## src/include/pem_params.svh

```systemverilog
// Event codes, widths and default sizes for the performance monitors
`ifndef PEM_PARAMS_SVH
`define PEM_PARAMS_SVH
`define PEM_CODE_W 8
`define PEM_CODE_SPACE 256
`define PEM_SID_W 24
`define PEM_CNT_W 32
`define PEM_NUM_CNT 4
`define PEM_NUM_BUF 2
`define PEM_WC_LEVELS 4
`define PEM_EV_CYCLES 8'h00
`define PEM_EV_XACT 8'h01
`define PEM_EV_TT_MISS 8'h02
`define PEM_EV_CFG_MISS 8'h03
`define PEM_EV_TT_ACCESS 8'h04
`define PEM_EV_CFG_ACCESS 8'h05
`define PEM_EV_ATS_REQ 8'h06
`define PEM_EV_ATS_XACT 8'h07
`define PEM_EV_S1_LOOKUP 8'h80
`define PEM_EV_S2_LOOKUP 8'h88
`define PEM_EV_MISS_OFS 8'h01
`define PEM_EV_LEVEL_STEP 8'h02
`endif

```

## src/include/pem_pkg.sv

```systemverilog
// Types shared by the performance monitor files
`include "pem_params.svh"
package pem_pkg;
  typedef logic [`PEM_CODE_W-1:0] pem_code_t;
  typedef logic [1:0] pem_inc_t;
endpackage

```

## src/hdl/pem_perf_monitor.sv

```systemverilog
// Walk controller and buffer unit performance monitors
`timescale 1ns/1ps
`default_nettype none
`include "pem_params.svh"
module pem_perf_monitor #(
  parameter int NUM_BUF = `PEM_NUM_BUF,
  parameter int NUM_CNT = `PEM_NUM_CNT,
  parameter int CNT_W   = `PEM_CNT_W,
  parameter int SID_W   = `PEM_SID_W
) (
  // Clock and reset
  input  wire logic                            CLK_I,
  input  wire logic                            RESET_I,
  // Walk controller events
  input  wire logic                            WALK_CLK_GATED_I,
  input  wire logic                            WALK_REQ_BUF_VALID_I,
  input  wire logic [SID_W-1:0]                WALK_REQ_BUF_SID_I,
  input  wire logic                            WALK_REQ_ATS_VALID_I,
  input  wire logic [SID_W-1:0]                WALK_REQ_ATS_SID_I,
  input  wire logic                            WALK_TT_MISS_I,
  input  wire logic [SID_W-1:0]                WALK_TT_MISS_SID_I,
  input  wire logic                            WALK_CFG_MISS_I,
  input  wire logic [SID_W-1:0]                WALK_CFG_MISS_SID_I,
  input  wire logic                            WALK_TT_ACCESS_I,
  input  wire logic [SID_W-1:0]                WALK_TT_ACCESS_SID_I,
  input  wire logic                            WALK_CFG_ACCESS_I,
  input  wire logic [SID_W-1:0]                WALK_CFG_ACCESS_SID_I,
  input  wire logic [`PEM_WC_LEVELS-1:0]       WALK_S1_LOOKUP_I,
  input  wire logic [`PEM_WC_LEVELS-1:0]       WALK_S1_MISS_I,
  input  wire logic [`PEM_WC_LEVELS-1:0]       WALK_S2_LOOKUP_I,
  input  wire logic [`PEM_WC_LEVELS-1:0]       WALK_S2_MISS_I,
  input  wire logic [SID_W-1:0]                WALK_CACHE_SID_I,
  // Walk controller filter and counters
  input  wire logic                            WALK_FILTER_EN_I,
  input  wire logic [SID_W-1:0]                WALK_FILTER_SID_I,
  input  wire logic [NUM_CNT*`PEM_CODE_W-1:0]  WALK_EVENT_SEL_I,
  output logic [NUM_CNT*CNT_W-1:0]             WALK_COUNT_O,
  // Buffer unit events, one lane per unit
  input  wire logic [NUM_BUF-1:0]              BUF_CLK_GATED_I,
  input  wire logic [NUM_BUF-1:0]              BUF_ISSUE_VALID_I,
  input  wire logic [NUM_BUF-1:0]              BUF_ISSUE_ATS_I,
  input  wire logic [NUM_BUF*SID_W-1:0]        BUF_ISSUE_SID_I,
  input  wire logic [NUM_BUF-1:0]              BUF_WREQ_VALID_I,
  input  wire logic [NUM_BUF-1:0]              BUF_WREQ_SPEC_I,
  input  wire logic [NUM_BUF*SID_W-1:0]        BUF_WREQ_SID_I,
  // Buffer unit filters and counters
  input  wire logic [NUM_BUF-1:0]              BUF_FILTER_EN_I,
  input  wire logic [NUM_BUF*SID_W-1:0]        BUF_FILTER_SID_I,
  input  wire logic [NUM_BUF*NUM_CNT*`PEM_CODE_W-1:0] BUF_EVENT_SEL_I,
  output logic [NUM_BUF*NUM_CNT*CNT_W-1:0]     BUF_COUNT_O
);
  localparam int LV     = `PEM_WC_LEVELS;
  localparam int CODES  = `PEM_CODE_SPACE;
  localparam int CW     = `PEM_CODE_W;
  localparam int S_CYC  = 0;
  localparam int S_BREQ = 1;
  localparam int S_AREQ = 2;
  localparam int S_TTM  = 3;
  localparam int S_CFM  = 4;
  localparam int S_TTA  = 5;
  localparam int S_CFA  = 6;
  localparam int S_WC   = 7;
  localparam int NWS    = S_WC + 4 * LV;
  localparam int B_CYC  = 0;
  localparam int B_ISS  = 1;
  localparam int B_ATS  = 2;
  localparam int B_WRQ  = 3;
  localparam int NBS    = 4;

  // Walk controller event slots
  logic [NWS-1:0]   wv;
  logic [NWS-1:0]   wf;
  logic [SID_W-1:0] ws [NWS];
  logic [NWS-1:0]   wq;
  logic [CODES-1:0] wqa;
  logic [CODES-1:0] wqb;

  always_comb
  begin
    wf = '1;
    wf[S_CYC] = 1'b0;
    wv[S_CYC] = !WALK_CLK_GATED_I;
    ws[S_CYC] = '0;
    // Each arrival is taken as it comes; a restart simply arrives again
    wv[S_BREQ] = WALK_REQ_BUF_VALID_I;
    ws[S_BREQ] = WALK_REQ_BUF_SID_I;
    wv[S_AREQ] = WALK_REQ_ATS_VALID_I;
    ws[S_AREQ] = WALK_REQ_ATS_SID_I;
    wv[S_TTM] = WALK_TT_MISS_I;
    ws[S_TTM] = WALK_TT_MISS_SID_I;
    wv[S_CFM] = WALK_CFG_MISS_I;
    ws[S_CFM] = WALK_CFG_MISS_SID_I;
    wv[S_TTA] = WALK_TT_ACCESS_I;
    ws[S_TTA] = WALK_TT_ACCESS_SID_I;
    wv[S_CFA] = WALK_CFG_ACCESS_I;
    ws[S_CFA] = WALK_CFG_ACCESS_SID_I;
    for (int l = 0; l < LV; l++)
    begin
      wv[S_WC + l] = WALK_S1_LOOKUP_I[l];
      wv[S_WC + LV + l] = WALK_S1_MISS_I[l];
      wv[S_WC + 2 * LV + l] = WALK_S2_LOOKUP_I[l];
      wv[S_WC + 3 * LV + l] = WALK_S2_MISS_I[l];
      ws[S_WC + l] = WALK_CACHE_SID_I;
      ws[S_WC + LV + l] = WALK_CACHE_SID_I;
      ws[S_WC + 2 * LV + l] = WALK_CACHE_SID_I;
      ws[S_WC + 3 * LV + l] = WALK_CACHE_SID_I;
    end
  end

  genvar gi;
  generate
    for (gi = 0; gi < NWS; gi++)
    begin : g_wflt
      pem_sid_filter #(
        .SID_W (SID_W)
      ) u_flt (
        .valid_i      (wv[gi]),
        .sid_i        (ws[gi]),
        .filterable_i (wf[gi]),
        .filt_en_i    (WALK_FILTER_EN_I),
        .filt_sid_i   (WALK_FILTER_SID_I),
        .qual_o       (wq[gi])
      );
    end
  endgenerate

  // Code map; both request sources may land on code 1 in one cycle
  always_comb
  begin
    wqa = '0;
    wqb = '0;
    wqa[`PEM_EV_CYCLES] = wq[S_CYC];
    wqa[`PEM_EV_XACT] = wq[S_BREQ];
    wqb[`PEM_EV_XACT] = wq[S_AREQ];
    wqa[`PEM_EV_TT_MISS] = wq[S_TTM];
    wqa[`PEM_EV_CFG_MISS] = wq[S_CFM];
    wqa[`PEM_EV_TT_ACCESS] = wq[S_TTA];
    wqa[`PEM_EV_CFG_ACCESS] = wq[S_CFA];
    wqa[`PEM_EV_ATS_REQ] = wq[S_AREQ];
    for (int l = 0; l < LV; l++)
    begin
      wqa[`PEM_EV_S1_LOOKUP + 8'(l) * `PEM_EV_LEVEL_STEP] = wq[S_WC + l];
      wqa[`PEM_EV_S1_LOOKUP + 8'(l) * `PEM_EV_LEVEL_STEP + `PEM_EV_MISS_OFS] =
        wq[S_WC + LV + l];
      wqa[`PEM_EV_S2_LOOKUP + 8'(l) * `PEM_EV_LEVEL_STEP] = wq[S_WC + 2 * LV + l];
      wqa[`PEM_EV_S2_LOOKUP + 8'(l) * `PEM_EV_LEVEL_STEP + `PEM_EV_MISS_OFS] =
        wq[S_WC + 3 * LV + l];
    end
  end

  // Walk controller monitor counters
  genvar gk;
  generate
    for (gk = 0; gk < NUM_CNT; gk++)
    begin : g_wcnt
      pem_event_counter #(
        .CNT_W (CNT_W),
        .CODES (CODES)
      ) u_cnt (
        .clk_i   (CLK_I),
        .rst_i   (RESET_I),
        .qa_i    (wqa),
        .qb_i    (wqb),
        .sel_i   (WALK_EVENT_SEL_I[gk*CW +: CW]),
        .count_o (WALK_COUNT_O[gk*CNT_W +: CNT_W])
      );
    end
  endgenerate

  // One separate monitor per buffer unit
  genvar gt;
  genvar gj;
  generate
    for (gt = 0; gt < NUM_BUF; gt++)
    begin : g_buf
      logic [NBS-1:0]   bv;
      logic [NBS-1:0]   bf;
      logic [SID_W-1:0] bs [NBS];
      logic [NBS-1:0]   bq;
      logic [CODES-1:0] bqa;

      always_comb
      begin
        bf = '1;
        bf[B_CYC] = 1'b0;
        bv[B_CYC] = !BUF_CLK_GATED_I[gt];
        bs[B_CYC] = '0;
        bv[B_ISS] = BUF_ISSUE_VALID_I[gt];
        bs[B_ISS] = BUF_ISSUE_SID_I[gt*SID_W +: SID_W];
        bv[B_ATS] = BUF_ISSUE_VALID_I[gt] && BUF_ISSUE_ATS_I[gt];
        bs[B_ATS] = BUF_ISSUE_SID_I[gt*SID_W +: SID_W];
        bv[B_WRQ] = BUF_WREQ_VALID_I[gt] && !BUF_WREQ_SPEC_I[gt];
        bs[B_WRQ] = BUF_WREQ_SID_I[gt*SID_W +: SID_W];
      end

      for (gj = 0; gj < NBS; gj++)
      begin : g_bflt
        pem_sid_filter #(
          .SID_W (SID_W)
        ) u_flt (
          .valid_i      (bv[gj]),
          .sid_i        (bs[gj]),
          .filterable_i (bf[gj]),
          .filt_en_i    (BUF_FILTER_EN_I[gt]),
          .filt_sid_i   (BUF_FILTER_SID_I[gt*SID_W +: SID_W]),
          .qual_o       (bq[gj])
        );
      end

      always_comb
      begin
        bqa = '0;
        bqa[`PEM_EV_CYCLES] = bq[B_CYC];
        bqa[`PEM_EV_XACT] = bq[B_ISS];
        bqa[`PEM_EV_TT_MISS] = bq[B_WRQ];
        bqa[`PEM_EV_ATS_XACT] = bq[B_ATS];
      end

      for (gj = 0; gj < NUM_CNT; gj++)
      begin : g_bcnt
        pem_event_counter #(
          .CNT_W (CNT_W),
          .CODES (CODES)
        ) u_cnt (
          .clk_i   (CLK_I),
          .rst_i   (RESET_I),
          .qa_i    (bqa),
          .qb_i    ({CODES{1'b0}}),
          .sel_i   (BUF_EVENT_SEL_I[(gt*NUM_CNT+gj)*CW +: CW]),
          .count_o (BUF_COUNT_O[(gt*NUM_CNT+gj)*CNT_W +: CNT_W])
        );
      end
    end
  endgenerate

  // Checks watch counter 0 of the walk monitor and of buffer unit 0
  pem_pkg::pem_code_t wsel0;
  pem_pkg::pem_code_t bsel0;
  logic [CNT_W-1:0]   wcnt0;
  logic [CNT_W-1:0]   bcnt0;
  assign wsel0 = WALK_EVENT_SEL_I[CW-1:0];
  assign bsel0 = BUF_EVENT_SEL_I[CW-1:0];
  assign wcnt0 = WALK_COUNT_O[CNT_W-1:0];
  assign bcnt0 = BUF_COUNT_O[CNT_W-1:0];

  chk_cycle_count :
  assert property (@(posedge CLK_I) disable iff (RESET_I)
    (wsel0 == `PEM_EV_CYCLES && !WALK_CLK_GATED_I) [*2] |=> (wcnt0 == $past(wcnt0, 2) + 2'd2))
    else $error("cycle event not counted");
  chk_gated_hold :
  assert property (@(posedge CLK_I) disable iff (RESET_I)
    (wsel0 == `PEM_EV_CYCLES && WALK_CLK_GATED_I) |=> $stable(wcnt0))
    else $error("gated cycle counted");
  chk_req_dual :
  assert property (@(posedge CLK_I) disable iff (RESET_I)
    (wsel0 == `PEM_EV_XACT && !WALK_FILTER_EN_I && WALK_REQ_BUF_VALID_I && WALK_REQ_ATS_VALID_I)
    |=> (wcnt0 == $past(wcnt0) + CNT_W'(2)))
    else $error("dual request not counted twice");
  chk_tt_miss :
  assert property (@(posedge CLK_I) disable iff (RESET_I)
    (wsel0 == `PEM_EV_TT_MISS && !WALK_FILTER_EN_I && WALK_TT_MISS_I)
    |=> (wcnt0 == $past(wcnt0) + 1'b1))
    else $error("table walk miss not counted");
  chk_cfg_access :
  assert property (@(posedge CLK_I) disable iff (RESET_I)
    (wsel0 == `PEM_EV_CFG_ACCESS && !WALK_FILTER_EN_I && WALK_CFG_ACCESS_I)
    |=> (wcnt0 == $past(wcnt0) + 1'b1))
    else $error("config access not counted");
  chk_ats_only :
  assert property (@(posedge CLK_I) disable iff (RESET_I)
    (wsel0 == `PEM_EV_ATS_REQ && WALK_REQ_BUF_VALID_I && !WALK_REQ_ATS_VALID_I)
    |=> $stable(wcnt0))
    else $error("buffer request counted as ATS");
  chk_s1_miss_l3 :
  assert property (@(posedge CLK_I) disable iff (RESET_I)
    (wsel0 == 8'h87 && !WALK_FILTER_EN_I && WALK_S1_MISS_I[3])
    |=> (wcnt0 == $past(wcnt0) + 1'b1))
    else $error("stage-1 level 3 miss not counted");
  chk_s2_lookup_l1 :
  assert property (@(posedge CLK_I) disable iff (RESET_I)
    (wsel0 == 8'h8A && !WALK_FILTER_EN_I && WALK_S2_LOOKUP_I[1])
    |=> (wcnt0 == $past(wcnt0) + 1'b1))
    else $error("stage-2 level 1 lookup not counted");
  chk_filter_block :
  assert property (@(posedge CLK_I) disable iff (RESET_I)
    (wsel0 == `PEM_EV_XACT && WALK_FILTER_EN_I && !WALK_REQ_ATS_VALID_I &&
     WALK_REQ_BUF_SID_I != WALK_FILTER_SID_I) |=> $stable(wcnt0))
    else $error("filtered request counted");
  chk_spec_skip :
  assert property (@(posedge CLK_I) disable iff (RESET_I)
    (bsel0 == `PEM_EV_TT_MISS && BUF_WREQ_SPEC_I[0]) |=> $stable(bcnt0))
    else $error("speculative request counted");
  chk_ats_issue :
  assert property (@(posedge CLK_I) disable iff (RESET_I)
    (bsel0 == `PEM_EV_ATS_XACT && !BUF_FILTER_EN_I[0] && BUF_ISSUE_VALID_I[0] &&
     BUF_ISSUE_ATS_I[0]) |=> (bcnt0 == $past(bcnt0) + 1'b1))
    else $error("translated issue not counted");

  cov_dual_req :
  cover property (@(posedge CLK_I) disable iff (RESET_I)
    wsel0 == `PEM_EV_XACT && WALK_REQ_BUF_VALID_I && WALK_REQ_ATS_VALID_I);
  cov_filter_match :
  cover property (@(posedge CLK_I) disable iff (RESET_I)
    WALK_FILTER_EN_I && WALK_S1_LOOKUP_I[0] && WALK_CACHE_SID_I == WALK_FILTER_SID_I);
  cov_gated :
  cover property (@(posedge CLK_I) disable iff (RESET_I)
    wsel0 == `PEM_EV_CYCLES && WALK_CLK_GATED_I);
  cov_buf_ats :
  cover property (@(posedge CLK_I) disable iff (RESET_I)
    bsel0 == `PEM_EV_ATS_XACT && BUF_ISSUE_VALID_I[0] && BUF_ISSUE_ATS_I[0]);
endmodule
`default_nettype wire

```

## src/hdl/pem_sid_filter.sv

```systemverilog
// StreamID qualifier for one event source
`timescale 1ns/1ps
`default_nettype none
`include "pem_params.svh"
module pem_sid_filter #(
  parameter int SID_W = `PEM_SID_W
) (
  // Event
  input  wire logic             valid_i,
  input  wire logic [SID_W-1:0] sid_i,
  input  wire logic             filterable_i,
  // Filter setting
  input  wire logic             filt_en_i,
  input  wire logic [SID_W-1:0] filt_sid_i,
  // Result
  output logic                  qual_o
);
  // Speculative or faulting activity is not exempt
  assign qual_o = valid_i && (!filterable_i || !filt_en_i || (sid_i == filt_sid_i));
endmodule
`default_nettype wire

```

## src/hdl/pem_event_counter.sv

```systemverilog
// One event counter with its event code select
`timescale 1ns/1ps
`default_nettype none
`include "pem_params.svh"
module pem_event_counter #(
  parameter int CNT_W = `PEM_CNT_W,
  parameter int CODES = `PEM_CODE_SPACE
) (
  // Clock and reset
  input  wire logic                 clk_i,
  input  wire logic                 rst_i,
  // Qualified events by code, two sources per code
  input  wire logic [CODES-1:0]     qa_i,
  input  wire logic [CODES-1:0]     qb_i,
  input  wire pem_pkg::pem_code_t   sel_i,
  // Count
  output logic [CNT_W-1:0]          count_o
);
  pem_pkg::pem_inc_t inc;
  logic [CNT_W-1:0]  count_q;
  logic [CNT_W-1:0]  count_d;

  // Unused codes are zero in both vectors
  always_comb
  begin
    inc = {1'b0, qa_i[sel_i]} + {1'b0, qb_i[sel_i]};
    count_d = count_q + CNT_W'(inc);
  end

  // Wraps silently; software reads differences
  always_ff @(posedge clk_i)
  begin
    if (rst_i)
      count_q <= '0;
    else
      count_q <= count_d;
  end

  assign count_o = count_q;

  chk_idle_hold :
  assert property (@(posedge clk_i) disable iff (rst_i)
    (!qa_i[sel_i] && !qb_i[sel_i]) |=> $stable(count_o))
    else $error("counter moved without its event");
  chk_double_step :
  assert property (@(posedge clk_i) disable iff (rst_i)
    (qa_i[sel_i] && qb_i[sel_i]) |=> (count_o == $past(count_o) + CNT_W'(2)))
    else $error("two occurrences not added");
  chk_reset_clear :
  assert property (@(posedge clk_i) rst_i |=> (count_o == '0))
    else $error("counter not cleared by reset");
endmodule
`default_nettype wire

```

## config.mk

```make
export PLATFORM = sky130hd
export DESIGN_NAME = pem_perf_monitor
export DESIGN_NICKNAME = d
export VERILOG_FILES = /design/src/include/pem_pkg.sv /design/src/hdl/pem_perf_monitor.sv /design/src/hdl/pem_sid_filter.sv /design/src/hdl/pem_event_counter.sv
export VERILOG_INCLUDE_DIRS = /design/src /design/src/include
export SDC_FILE = /design/constraint.sdc
export NUM_CORES = 1
export LEC_CHECK = 0
export ABC_AREA = 1
export BUFFER_PORTS_ARGS = -buffer_cell sky130_fd_sc_hd__buf_2
export CORE_AREA = 3 3 335 337
export CTS_CLUSTER_SIZE = 8
export DETAILED_ROUTE_END_ITERATION = 16
export DIE_AREA = 0 0 338 340
export HOLD_SLACK_MARGIN = 0.06
export PLACE_DENSITY = 0.51
export SLEW_MARGIN = 20
export SYNTH_ARGS = -nofsm -noshare
export SYNTH_HDL_FRONTEND = slang
export SYNTH_SLANG_ARGS = --single-unit
export TNS_END_PERCENT = 1
```

## constraint.sdc

```tcl
create_clock -name CLK_I -period 13.3 [get_ports CLK_I]
set_clock_uncertainty 0.15 [all_clocks]
set_input_delay 3.99 -clock CLK_I [delete_from_list [all_inputs] [get_ports CLK_I]]
set_output_delay 3.99 -clock CLK_I [all_outputs]
set_load 0.05 [all_outputs]
```

==> run summary, run 1 <==
GLOBAL ROUTING
-------------------------------------------------------------------------------------------------
Number of antenna violations at the first check in global routing                              36
Via count of the first global-routing pass                                                  24.2k
Total congestion overflow                                                                       0
Total routing resource utilization after global routing                                     18.3%
First-pass GRT wire length                                                           157000 microns
Largest net degree at the start of global routing                                              82

CLOCK TREE
-------------------------------------------------------------------------------------------------
Number of clock buffers inserted by TritonCTS                                                  55
Setup fix buffers added after clock tree synthesis                                              0
Clock root buffer                                                                    sky130_fd_sc_hd__clkbuf_16
Clock insertion delay at the later pin of the skew report                                 0.64 ns
Number of hold-repair buffers added at the cts stage                                            0
Clock H-tree levels                                                                             2
Clk slew on worst S/H paths                                                               0.05 ns
Clock sinks                                                                                   384
CTS tree                                                                                      yes
Number of gates resized after CTS                                                               0
Maximum buffer depth of the clock tree                                                          3

PLACE
-------------------------------------------------------------------------------------------------
Placed cells                                                                                 5928
IO Port Bufs                                                                                  853
Routability cong.                                                                           0.947
Estimated wirelength of the detail-placed design                                     92100 microns
Pre-CTS worst setup slack                                                                 4.28 ns

LAYOUT
-------------------------------------------------------------------------------------------------
Layout Nets                                                                                  5003
Layout cells sized above 1                                                                  24.0%
Finished Layout Cells                                                                        6012
Signed area change from the synthesized netlist to the final layout                         31.0%

SETUP PATH
-------------------------------------------------------------------------------------------------
Crit-path most repeated cell                                                         sky130_fd_sc_hd__nand2_1
Largest delay contributor family on the critical path                                simple AND/OR/NAND/NOR gates
Arrival @ worst endpoint                                                                  8.76 ns
Max Fanout on Critical Path                                                                     5
Beginning of the worst register-to-register path                                     g_wcnt[1].u_cnt.count_o[0]
RR Endpoint                                                                          g_wcnt[1].u_cnt.count_o[30]
Worst-case reg-to-reg path depth                                                               14
Critical path buffer and inverter count                                                         3
CP required                                                                              13.66 ns
Slack of the worst reg-to-reg path                                                       10.12 ns
Standard cell with the maximum stage delay on the critical path                      sky130_fd_sc_hd__nor2_1
Category of the worst setup path capture point                                           register
Setup crit start kind                                                                primary input
Delay contributed by the slowest stage of the critical path                               0.67 ns
Category of the critical setup timing path                                           primary input to register

YOSYS
-------------------------------------------------------------------------------------------------
Part of the Yosys area used for sequential elements                                         32.6%
Number of cells produced by synthesis                                                        3673
Number of synthesis warnings                                                                    0
Post-Synthesis Net Count                                                                     4167
Fraction of registers with async set/reset                                                     0%
Number of synthesized flops with an enable pin                                                  0
Yosys reg bits                                                                                384
Synthesized cell area                                                                0.0236 sq mm
Synthesized area per cell                                                              6.43 sq um
Most frequently used flop master after synthesis                                     sky130_fd_sc_hd__dfxtp_1
Number of distinct library cell variants in the gate-level netlist after synthesis             55

HOLD PATH
-------------------------------------------------------------------------------------------------
Hold Path Class                                                                      register to register
Launch instance of the worst min-delay path                                          g_wcnt[3].u_cnt.count_o[31]
WHS Path Cells                                                                                  1
Destination of the worst hold path                                                   g_wcnt[3].u_cnt.count_o[31]

TIMING
-------------------------------------------------------------------------------------------------
Final setup fails                                                                               0
Slew at the pin closest to its max-slew limit                                            0.952 ns
Final count of hold timing violations                                                           0
Minimum hold slack                                                                       0.303 ns
Max Clock Freq                                                                            119 MHz
Setup repair after global routing missed its margin                                         false
Relative slew slack                                                                         35.9%
Share of the cycle needed by the critical path after routing                                63.1%
Fin Setup TNS                                                                                0 ns
Period minus WS final                                                                     8.40 ns
Max-slew violation total from the final report                                                  0
Setup slack after layout                                                                  4.90 ns

FLOORPLAN
-------------------------------------------------------------------------------------------------
Starting density of the core                                                                21.6%
Die outline width                                                                     338 microns
Die outline area                                                                      0.115 sq mm
I/O pin count                                                                                 854
Die height                                                                            340 microns
Core Area                                                                             0.109 sq mm
Row cnt                                                                                       121

POWER AND IR DROP
-------------------------------------------------------------------------------------------------
Peak VDD IR                                                                           0.0000864 V
Power Density                                                                        89.4 mW/mm^2
Total power draw                                                                          2.77 mW
Lkg Pwr                                                                                   14.0 nW

DRT
-------------------------------------------------------------------------------------------------
Via density                                                                                  4.33
First DRT Iteration DRCs                                                                     1423
Post-Route WL                                                                        111000 microns
DRC viols                                                                                       0
Total via count in the routed design                                                        26.0k
Pre-antenna DRT Iters                                                                           7
DR WL/cell                                                                           18.4 microns
Post-DRT Antenna Nets                                                                           0

RUN STATUS
-------------------------------------------------------------------------------------------------
Result of the run                                                                       completed

FLOW RUN
-------------------------------------------------------------------------------------------------
# Max-Cap Violations                                                                            0

-- report_power, final --
part           internal [mW]  switching [mW]  leakage, nW
Combinational          0.122           0.189         10.2
Clock                  0.759           0.542        0.728
Sequential              1.15        0.000733         3.09
Total                   2.03           0.732         14.0
-- how the worst max path moves through the flow --
stage | start | end | slack, ns | cells past startpoint
after floorplan | WALK_FILTER_SID_I[1] | g_wcnt[3].u_cnt.count_o[26] | 5.63 | 29
final | BUF_ISSUE_SID_I[4] | g_buf[0].g_bcnt[3].u_cnt.count_o[22] | 4.90 | 25
after global placement | WALK_FILTER_SID_I[15] | g_wcnt[0].u_cnt.count_o[24] | 4.37 | 30
after CTS | WALK_FILTER_SID_I[11] | g_wcnt[0].u_cnt.count_o[30] | 4.99 | 31
after global routing | WALK_FILTER_SID_I[7] | g_wcnt[3].u_cnt.count_o[28] | 4.38 | 30
after detailed placement | WALK_FILTER_SID_I[11] | g_wcnt[0].u_cnt.count_o[30] | 4.28 | 31
-- area by class of cell --
type,instances,area (sq um)
Fill cell,12271,78200
Multi-Input combinational cell,2648,13400
Sequential cell,384,7690
Timing Repair Buffer,857,4310
Inverter,563,2120
Tap cell,1476,1850
Clock buffer,60,1420
Clock inverter,4,83.8
Antenna cell,20,50.0
-- sequential cells by signal, summed over array words and instances (netlist names) --
name / cells
g_buf.g_bcnt.u_cnt.count_o: 256
g_wcnt.u_cnt.count_o: 128
-- kinds of logic (layout without fill, tap and decap cells) --
group / count (synthesis) / after routing / synth area share (%)
compound gates: 516 / 516 / 11.8
xor+xnor: 177 / 177 / 6.57
fa+ha+maj: 24 / 24 / 1.40
buf+inv: 641 / 1484 / 10.6
flops: 384 / 384 / 32.6
other cells: 0 / 20 / 0
simple gates: 1931 / 1931 / 37.0
-- synth_stat cells, types with 4 or more instances --
cell | number | area share, %
sky130_fd_sc_hd__nand2_1 | 871 | 14
sky130_fd_sc_hd__inv_1 | 543 | 8.6
sky130_fd_sc_hd__nor2_1 | 450 | 7.2
sky130_fd_sc_hd__dfxtp_1 | 384 | 33
sky130_fd_sc_hd__a21oi_1 | 262 | 5.6
sky130_fd_sc_hd__nand3_1 | 180 | 3.8
sky130_fd_sc_hd__o21ai_0 | 169 | 3.6
sky130_fd_sc_hd__nor3_1 | 144 | 3.1
sky130_fd_sc_hd__xnor2_1 | 91 | 3.4
sky130_fd_sc_hd__xor2_1 | 86 | 3.2
sky130_fd_sc_hd__nand4_1 | 76 | 2.0
sky130_fd_sc_hd__clkbuf_1 | 49 | 0.78
sky130_fd_sc_hd__nor2_2 | 48 | 1.3
sky130_fd_sc_hd__o21a_1 | 42 | 1.3
sky130_fd_sc_hd__nor4_1 | 30 | 0.80
sky130_fd_sc_hd__buf_4 | 23 | 0.73
sky130_fd_sc_hd__ha_1 | 20 | 1.1
sky130_fd_sc_hd__nor3b_1 | 20 | 0.64
sky130_fd_sc_hd__nand3_2 | 18 | 0.76
sky130_fd_sc_hd__inv_2 | 17 | 0.27
sky130_fd_sc_hd__nand2_2 | 17 | 0.45
sky130_fd_sc_hd__or2_2 | 15 | 0.40
sky130_fd_sc_hd__nor3_2 | 13 | 0.55
sky130_fd_sc_hd__nor2_4 | 12 | 0.57
sky130_fd_sc_hd__and3_1 | 11 | 0.29
sky130_fd_sc_hd__a31oi_1 | 10 | 0.27
sky130_fd_sc_hd__a211oi_1 | 9 | 0.29
sky130_fd_sc_hd__nor3_4 | 5 | 0.34
sky130_fd_sc_hd__nor4_2 | 5 | 0.27
sky130_fd_sc_hd__fa_1 | 4 | 0.34
sky130_fd_sc_hd__o21ai_1 | 4 | 0.085
sky130_fd_sc_hd__o31ai_1 | 4 | 0.13
-- through the flow --
stage / instance area, sq um / utilization [%]
floorplan: 23600 / -
global placement: 29400 / 26.9
detailed placement: 29400 / 26.9
CTS: 30900 / 28.3
global route: 30900 / 28.3
finish: 30900 / 28.3
-- cells in the final DEF, fill, tap and decap left out, drive strengths merged --
cell type and n:
a21oi 262, a41oi 1, a221oi 2, o21bai 3
o21a 42, diode 20, fa 4, o22ai 1
o21ai 173, nand3b 1, o211a 1, a31oi 10
a21boi 2, o31ai 4, bufinv 1, clkbuf 60
buf 857, clkinvlp 1, xor2 86, inv 561
or2 16, o21ba 2, nand4 79, o2111ai 2
or3b 1, nor3 162, nand3 199, dfxtp 384
nor3b 20, and2 2, and3 13, nor4 38
clkinv 4, a211oi 9, or3 2, o221a 2
xnor2 91, nand2 888, nor2 510, ha 20
-- metal layers --
metal / share of wire (%) / vias to the layer above / global-route usage [%]
met5: 0.094 / - / 0
met4: 4.3 / 14 / 7.60
met3: 8.6 / 169 / 5.97
met2: 49 / 804 / 32.8
met1: 38 / 11614 / 19.4
li1: - / 13423 / -
-- worst register-to-register path: cells and delay by family, from the launching register on --
kind	cells	cell delay, ns
flops	1	0.51
simple gates	8	1.29
compound gates	2	0.22
buf+inv	2	0.20
fa+ha+maj	2	0.69
Power figures use the tool's default switching activity.
==> run 2, diff against run 1 <==
Clock period 13.3 ns to 8.75 ns, I/O delays scaled along.
==> run summary, run 2 (synthesis results as in run 1) <==
LAYOUT
----------------------------------------------------------------------------------
Finished Layout Cells                                                         6020   +0.13%
Layout Nets                                                                   5003   unchanged
Signed area change from the synthesized netlist to the final layout          31.0%   about the same
FILL cells                                                                   12.3k   +0.065%
Share of the core filled with cells in the final layout                      28.3%   about the same
Max reg flops                                                                  256   unchanged
Final standard cell area without fillers                              0.0309 sq mm   about the same
Top library cells by usage in the layout, fill and taps aside         871 x sky130_fd_sc_hd__nand2_1, 852 x sky130_fd_sc_hd__buf_2, 543 x sky130_fd_sc_hd__inv_1
Most common library cell in the layout ignoring fill and taps         sky130_fd_sc_hd__nand2_1
Layout cells sized above 1                                                   23.9%   -0.032 points

TIMING
----------------------------------------------------------------------------------
Period minus WS final                                                      7.12 ns
Share of the cycle needed by the critical path after routing                 81.4%
Final setup fails                                                                0   unchanged
Max Clock Freq                                                             140 MHz
Fin Setup TNS                                                                 0 ns   unchanged
Final count of hold timing violations                                            0   unchanged
Relative slew slack                                                          36.4%   +0.51 points
Slew at the pin closest to its max-slew limit                             0.953 ns   +0.000834 ns
Setup slack after layout                                                   1.63 ns   -3.28 ns
Setup repair after global routing missed its margin                          false
Minimum hold slack                                                        0.307 ns   +0.00391 ns
Max-slew violation total from the final report                                   0   unchanged

PLACE
----------------------------------------------------------------------------------
Placed cells                                                                  5928   unchanged
IO Port Bufs                                                                   853   unchanged
Estimated wirelength of the detail-placed design                      92300 microns   +0.26%
Routability cong.                                                            0.983   +3.8%
Area of placed instances                                              0.0294 sq mm   unchanged
Pre-CTS worst setup slack                                                  1.16 ns   -3.12 ns

CLOCK TREE
----------------------------------------------------------------------------------
Maximum buffer depth of the clock tree                                           3   unchanged
Clock H-tree levels                                                              2   unchanged
Number of hold-repair buffers added at the cts stage                             0   unchanged
Number of gates resized after CTS                                                0   unchanged
Clock insertion delay at the later pin of the skew report                  0.63 ns   about the same
Clock sinks                                                                    384   unchanged
Clock root buffer                                                     sky130_fd_sc_hd__clkbuf_16
Number of clock buffers inserted by TritonCTS                                   55   unchanged
Setup fix buffers added after clock tree synthesis                               0   unchanged
CTS tree                                                                       yes
Clk slew on worst S/H paths                                                0.05 ns   about the same

POWER AND IR DROP
----------------------------------------------------------------------------------
Lkg Pwr                                                                    14.0 nW   about the same
Power Density                                                          136 mW/mm^2   +52%
Clock network fraction of total power                                        47.1%   about the same
Part of the power in combinational logic                                     11.2%   about the same
Flop pwr share                                                               41.6%   about the same
Peak VDD IR                                                             0.000134 V   +55%
Total power draw                                                           4.21 mW   +52%
Switch share                                                                 27.0%   +0.51 points
NetSw                                                                      1.14 mW   +55%
Internal                                                                   3.08 mW   +51%

DRT
----------------------------------------------------------------------------------
First DRT Iteration DRCs                                                      1721   +21%
Post-Route WL                                                         111000 microns   +0.66%
DR WL/cell                                                            18.5 microns   +0.53%
Via density                                                                   4.34   +0.16%
DRC viols                                                                        0   unchanged
Pre-antenna DRT Iters                                                            5   -2
Post-DRT Antenna Nets                                                            0   unchanged
Total via count in the routed design                                         26.1k   +0.30%

FLOW RUN
----------------------------------------------------------------------------------
# Max-Cap Violations                                                             0   unchanged

SETUP PATH
----------------------------------------------------------------------------------
Setup crit start kind                                                 primary input
Standard cell with the maximum stage delay on the critical path       sky130_fd_sc_hd__nor2_1
Max Fanout on Critical Path                                                      5   unchanged
CP required                                                                9.15 ns   -4.51 ns
Delay contributed by the slowest stage of the critical path                0.67 ns   about the same
Largest delay contributor family on the critical path                 simple AND/OR/NAND/NOR gates
Category of the worst setup path capture point                            register
Category of the critical setup timing path                            primary input to register
Arrival @ worst endpoint                                                   7.52 ns   -1.24 ns
Crit-path most repeated cell                                          sky130_fd_sc_hd__nand2_1
Critical path buffer and inverter count                                          2   -1

FLOORPLAN
----------------------------------------------------------------------------------
Starting density of the core                                                 21.6%   unchanged
Die outline area                                                       0.115 sq mm   unchanged
Row cnt                                                                        121   unchanged
Die height                                                             340 microns   unchanged
I/O pin count                                                                  854   unchanged
Die outline width                                                      338 microns   unchanged
Core Area                                                              0.109 sq mm   unchanged

HOLD PATH
----------------------------------------------------------------------------------
Hold Path Class                                                       register to register

GLOBAL ROUTING
----------------------------------------------------------------------------------
First-pass GRT wire length                                            159000 microns   +1.6%
Number of antenna violations at the first check in global routing               41   +14%
Total routing resource utilization after global routing                      18.5%   +0.22 points
Largest net degree at the start of global routing                               88   +7.3%
Total congestion overflow                                                        0   unchanged
Via count of the first global-routing pass                                   24.6k   +2.0%

RUN STATUS
----------------------------------------------------------------------------------
Result of the run                                                        completed

-- run 2: worst paths after layout --
kind / slack, ns / cells after the start / end / from
hold reg to reg: 0.31 / 1 / g_wcnt[3].u_cnt.count_o[31] / g_wcnt[3].u_cnt.count_o[31]
setup reg to reg: 5.76 / 15 / g_wcnt[3].u_cnt.count_o[26] / g_wcnt[3].u_cnt.count_o[0]
setup / recovery: 1.63 / 26 / g_buf[0].g_bcnt[3].u_cnt.count_o[26] / BUF_ISSUE_SID_I[13]
hold / removal: 0.31 / 1 / g_wcnt[3].u_cnt.count_o[31] / g_wcnt[3].u_cnt.count_o[31]
-- run 2: area by class of cell --
class | count | area [sq um] | area share, %
diodes | 22 | 55.1 | 0.178
clock buffers | 66 | 1440 | 4.65
clock inverters | 4 | 63.8 | 0.206
inverters | 563 | 2120 | 6.85
multi-input cells | 2648 | 13400 | 43.4
flip-flops and latches | 384 | 7690 | 24.9
well taps | 1476 | 1850 | 5.97
repair buffers | 857 | 4310 | 13.9
-- run 2: power by group through the flow --
stage          combinational (mW)  clock [mW]  sequential [mW]
2_1_floorplan               0.247           0             1.79
3_3_place_gp                0.470           0             1.79
3_5_place_dp                0.468           0             1.79
4_1_cts                     0.471        2.09             1.75
5_1_grt                     0.525        2.14             1.75
6_report                    0.473        1.99             1.75
-- run 2: routing by layer --
layer	share of wire, %	GRT usage, %	vias up
met5	0.12	0	-
met3	8.4	5.79	207
met4	5.0	9.17	20
met1	38	19.7	11613
met2	49	32.7	847
li1	-	-	13414
==> run 3, diff against run 2 <==
Settings changed: PLACE_DENSITY 0.51 to 0.53.
Clock period 8.75 ns to 6.4 ns, I/O delays scaled along.
==> run summary, run 3 (synthesis results as in run 1) <==
SETUP PATH
----------------------------------------------------------------------------------
Critical path buffer and inverter count                                          8   +6
Arrival @ worst endpoint                                                   6.27 ns   -1.25 ns
Max Fanout on Critical Path                                                      4   -1
Standard cell with the maximum stage delay on the critical path       sky130_fd_sc_hd__nor4_1
Delay contributed by the slowest stage of the critical path                0.70 ns   +0.03 ns
Category of the worst setup path capture point                            register
CP required                                                                6.77 ns   -2.38 ns
Setup crit start kind                                                 primary input
Largest delay contributor family on the critical path                 simple AND/OR/NAND/NOR gates
Category of the critical setup timing path                            primary input to register
Crit-path most repeated cell                                          sky130_fd_sc_hd__nor2_1

DRT
----------------------------------------------------------------------------------
Pre-antenna DRT Iters                                                            5   unchanged
Total via count in the routed design                                         27.1k   +3.9%
Via density                                                                   4.37   +0.86%
DRC viols                                                                        0   unchanged
Post-Route WL                                                         113000 microns   +1.6%
Post-DRT Antenna Nets                                                            0   unchanged
DR WL/cell                                                            18.2 microns   -1.3%
First DRT Iteration DRCs                                                      1648   -4.2%

CLOCK TREE
----------------------------------------------------------------------------------
Maximum buffer depth of the clock tree                                           3   unchanged
Clock sinks                                                                    384   unchanged
Number of gates resized after CTS                                                0   unchanged
Clock root buffer                                                     sky130_fd_sc_hd__clkbuf_16
Setup fix buffers added after clock tree synthesis                               0   unchanged
Clk slew on worst S/H paths                                                0.06 ns   about the same
CTS tree                                                                       yes
Number of clock buffers inserted by TritonCTS                                   55   unchanged
Clock H-tree levels                                                              2   unchanged
Number of hold-repair buffers added at the cts stage                             0   unchanged
Clock insertion delay at the later pin of the skew report                  0.64 ns   about the same

HOLD PATH
----------------------------------------------------------------------------------
Hold Path Class                                                       register to register

GLOBAL ROUTING
----------------------------------------------------------------------------------
Number of antenna violations at the first check in global routing               45   +9.8%
First-pass GRT wire length                                            163000 microns   +2.3%
Total routing resource utilization after global routing                      18.8%   +0.33 points
Total congestion overflow                                                        0   unchanged
Via count of the first global-routing pass                                   25.8k   +4.8%
Largest net degree at the start of global routing                               95   +8.0%

FLOORPLAN
----------------------------------------------------------------------------------
Die outline area                                                       0.115 sq mm   unchanged
Die outline width                                                      338 microns   unchanged
I/O pin count                                                                  854   unchanged
Die height                                                             340 microns   unchanged
Core Area                                                              0.109 sq mm   unchanged
Starting density of the core                                                 21.6%   unchanged
Row cnt                                                                        121   unchanged

POWER AND IR DROP
----------------------------------------------------------------------------------
Total power draw                                                           5.82 mW   +38%
Power Density                                                          180 mW/mm^2   +32%
Lkg Pwr                                                                    14.9 nW   +6.3%
Peak VDD IR                                                             0.000168 V   +25%

TIMING
----------------------------------------------------------------------------------
Relative slew slack                                                          39.0%   +2.6 points
Max-slew violation total from the final report                                   0   unchanged
Period minus WS final                                                      5.90 ns
Max Clock Freq                                                             170 MHz
Slew at the pin closest to its max-slew limit                             0.906 ns   -0.0472 ns
Share of the cycle needed by the critical path after routing                 92.1%
Setup repair after global routing missed its margin                          false
Final setup fails                                                                0   unchanged
Final count of hold timing violations                                            0   unchanged

RUN STATUS
----------------------------------------------------------------------------------
Result of the run                                                        completed

LAYOUT
----------------------------------------------------------------------------------
Share of the core filled with cells in the final layout                      29.6%   +1.3 points
Layout Nets                                                                   5176   +3.5%
Top library cells by usage in the layout, fill and taps aside         871 x sky130_fd_sc_hd__nand2_1, 852 x sky130_fd_sc_hd__buf_2, 543 x sky130_fd_sc_hd__inv_1
Most common library cell in the layout ignoring fill and taps         sky130_fd_sc_hd__nand2_1
Final standard cell area without fillers                              0.0323 sq mm   +4.5%
Max reg flops                                                                  256   unchanged
Signed area change from the synthesized netlist to the final layout          36.9%
Layout cells sized above 1                                                   26.7%   +2.8 points

PLACE
----------------------------------------------------------------------------------
Routability cong.                                                            0.973   -1.0%
Estimated wirelength of the detail-placed design                      93500 microns   +1.3%
IO Port Bufs                                                                   853   unchanged
Area of placed instances                                              0.0307 sq mm   +4.6%

FLOW RUN
----------------------------------------------------------------------------------
# Max-Cap Violations                                                             0   unchanged

-- run 3: cell types whose count changed in the layout (fill, tap and decap cells not counted) --
cell                        change
sky130_fd_sc_hd__clkinv_2       -1
sky130_fd_sc_hd__buf_12         +4
sky130_fd_sc_hd__bufinv_16      +2
sky130_fd_sc_hd__clkbuf_1       -1
sky130_fd_sc_hd__buf_4        +169
sky130_fd_sc_hd__diode_2        +8
sky130_fd_sc_hd__clkbuf_8       -2
-- run 3: worst reg2reg max path, cell delays in order (launching register included) --
cell                      delay, ns
sky130_fd_sc_hd__dfxtp_1       0.33
sky130_fd_sc_hd__inv_1         0.06
sky130_fd_sc_hd__fa_1          0.51
sky130_fd_sc_hd__inv_1         0.09
sky130_fd_sc_hd__ha_1          0.17
sky130_fd_sc_hd__nand3_1       0.13
sky130_fd_sc_hd__nor2_1        0.19
sky130_fd_sc_hd__nand4_1       0.14
sky130_fd_sc_hd__nor2_1        0.18
sky130_fd_sc_hd__nand2_2       0.10
sky130_fd_sc_hd__nor3_4        0.15
sky130_fd_sc_hd__nand3_2       0.11
sky130_fd_sc_hd__nor2_2        0.18
sky130_fd_sc_hd__nand3_1       0.12
sky130_fd_sc_hd__o21ai_0       0.19
sky130_fd_sc_hd__a21oi_1       0.06
-- run 3: cell type report --
class	instances	area, sq um
antenna	30	75.1
clock buffer	63	1410
clock inverter	5	119
fill	12177	76800
inverter	563	2120
multi-input combinational	2648	13400
sequential	384	7690
tap	1476	1850
timing repair buffer	1030	5650
-- run 3: where the power goes --
part	leakage [nW]	switching (mW)	internal, mW
Clock	0.741	1.15	1.61
Sequential	3.09	0.00107	2.40
Combinational	11.1	0.392	0.278
Total	14.9	1.54	4.28
-- run 3: worst paths after layout --
path	start	to	slack, ns	cells past startpoint
worst max register to register	g_wcnt[3].u_cnt.count_o[0]	g_wcnt[3].u_cnt.count_o[26]	3.47	15
worst min register to register	g_wcnt[1].u_cnt.count_o[21]	g_wcnt[1].u_cnt.count_o[21]	0.31	2
worst min-delay path	g_wcnt[1].u_cnt.count_o[21]	g_wcnt[1].u_cnt.count_o[21]	0.31	2
worst max-delay path	BUF_FILTER_SID_I[23]	g_buf[0].g_bcnt[2].u_cnt.count_o[30]	0.50	30
-- run 3: per-stage QoR --
stage          TNS, ns  setup slack [ns]  std cells  hold slack [ns]
2_1_floorplan        0             0.805       3673            0.521
3_5_place_dp     -1.38            -0.189       6101            0.301
6_report             0             0.503       6199            0.307
3_3_place_gp    -0.537            -0.129       6101            0.281
5_1_grt              0            0.0467       6193            0.336
4_1_cts              0             0.477       6169            0.309
-- run 3: per-layer routing --
layer  up-vias  share of wire [%]  GRT usage (%)
met5         -               0.12              0
met4        20                4.6           9.46
li1      13775                  -              -
met3       213                8.0           5.42
met2       815                 50           33.8
met1     12284                 37           19.9
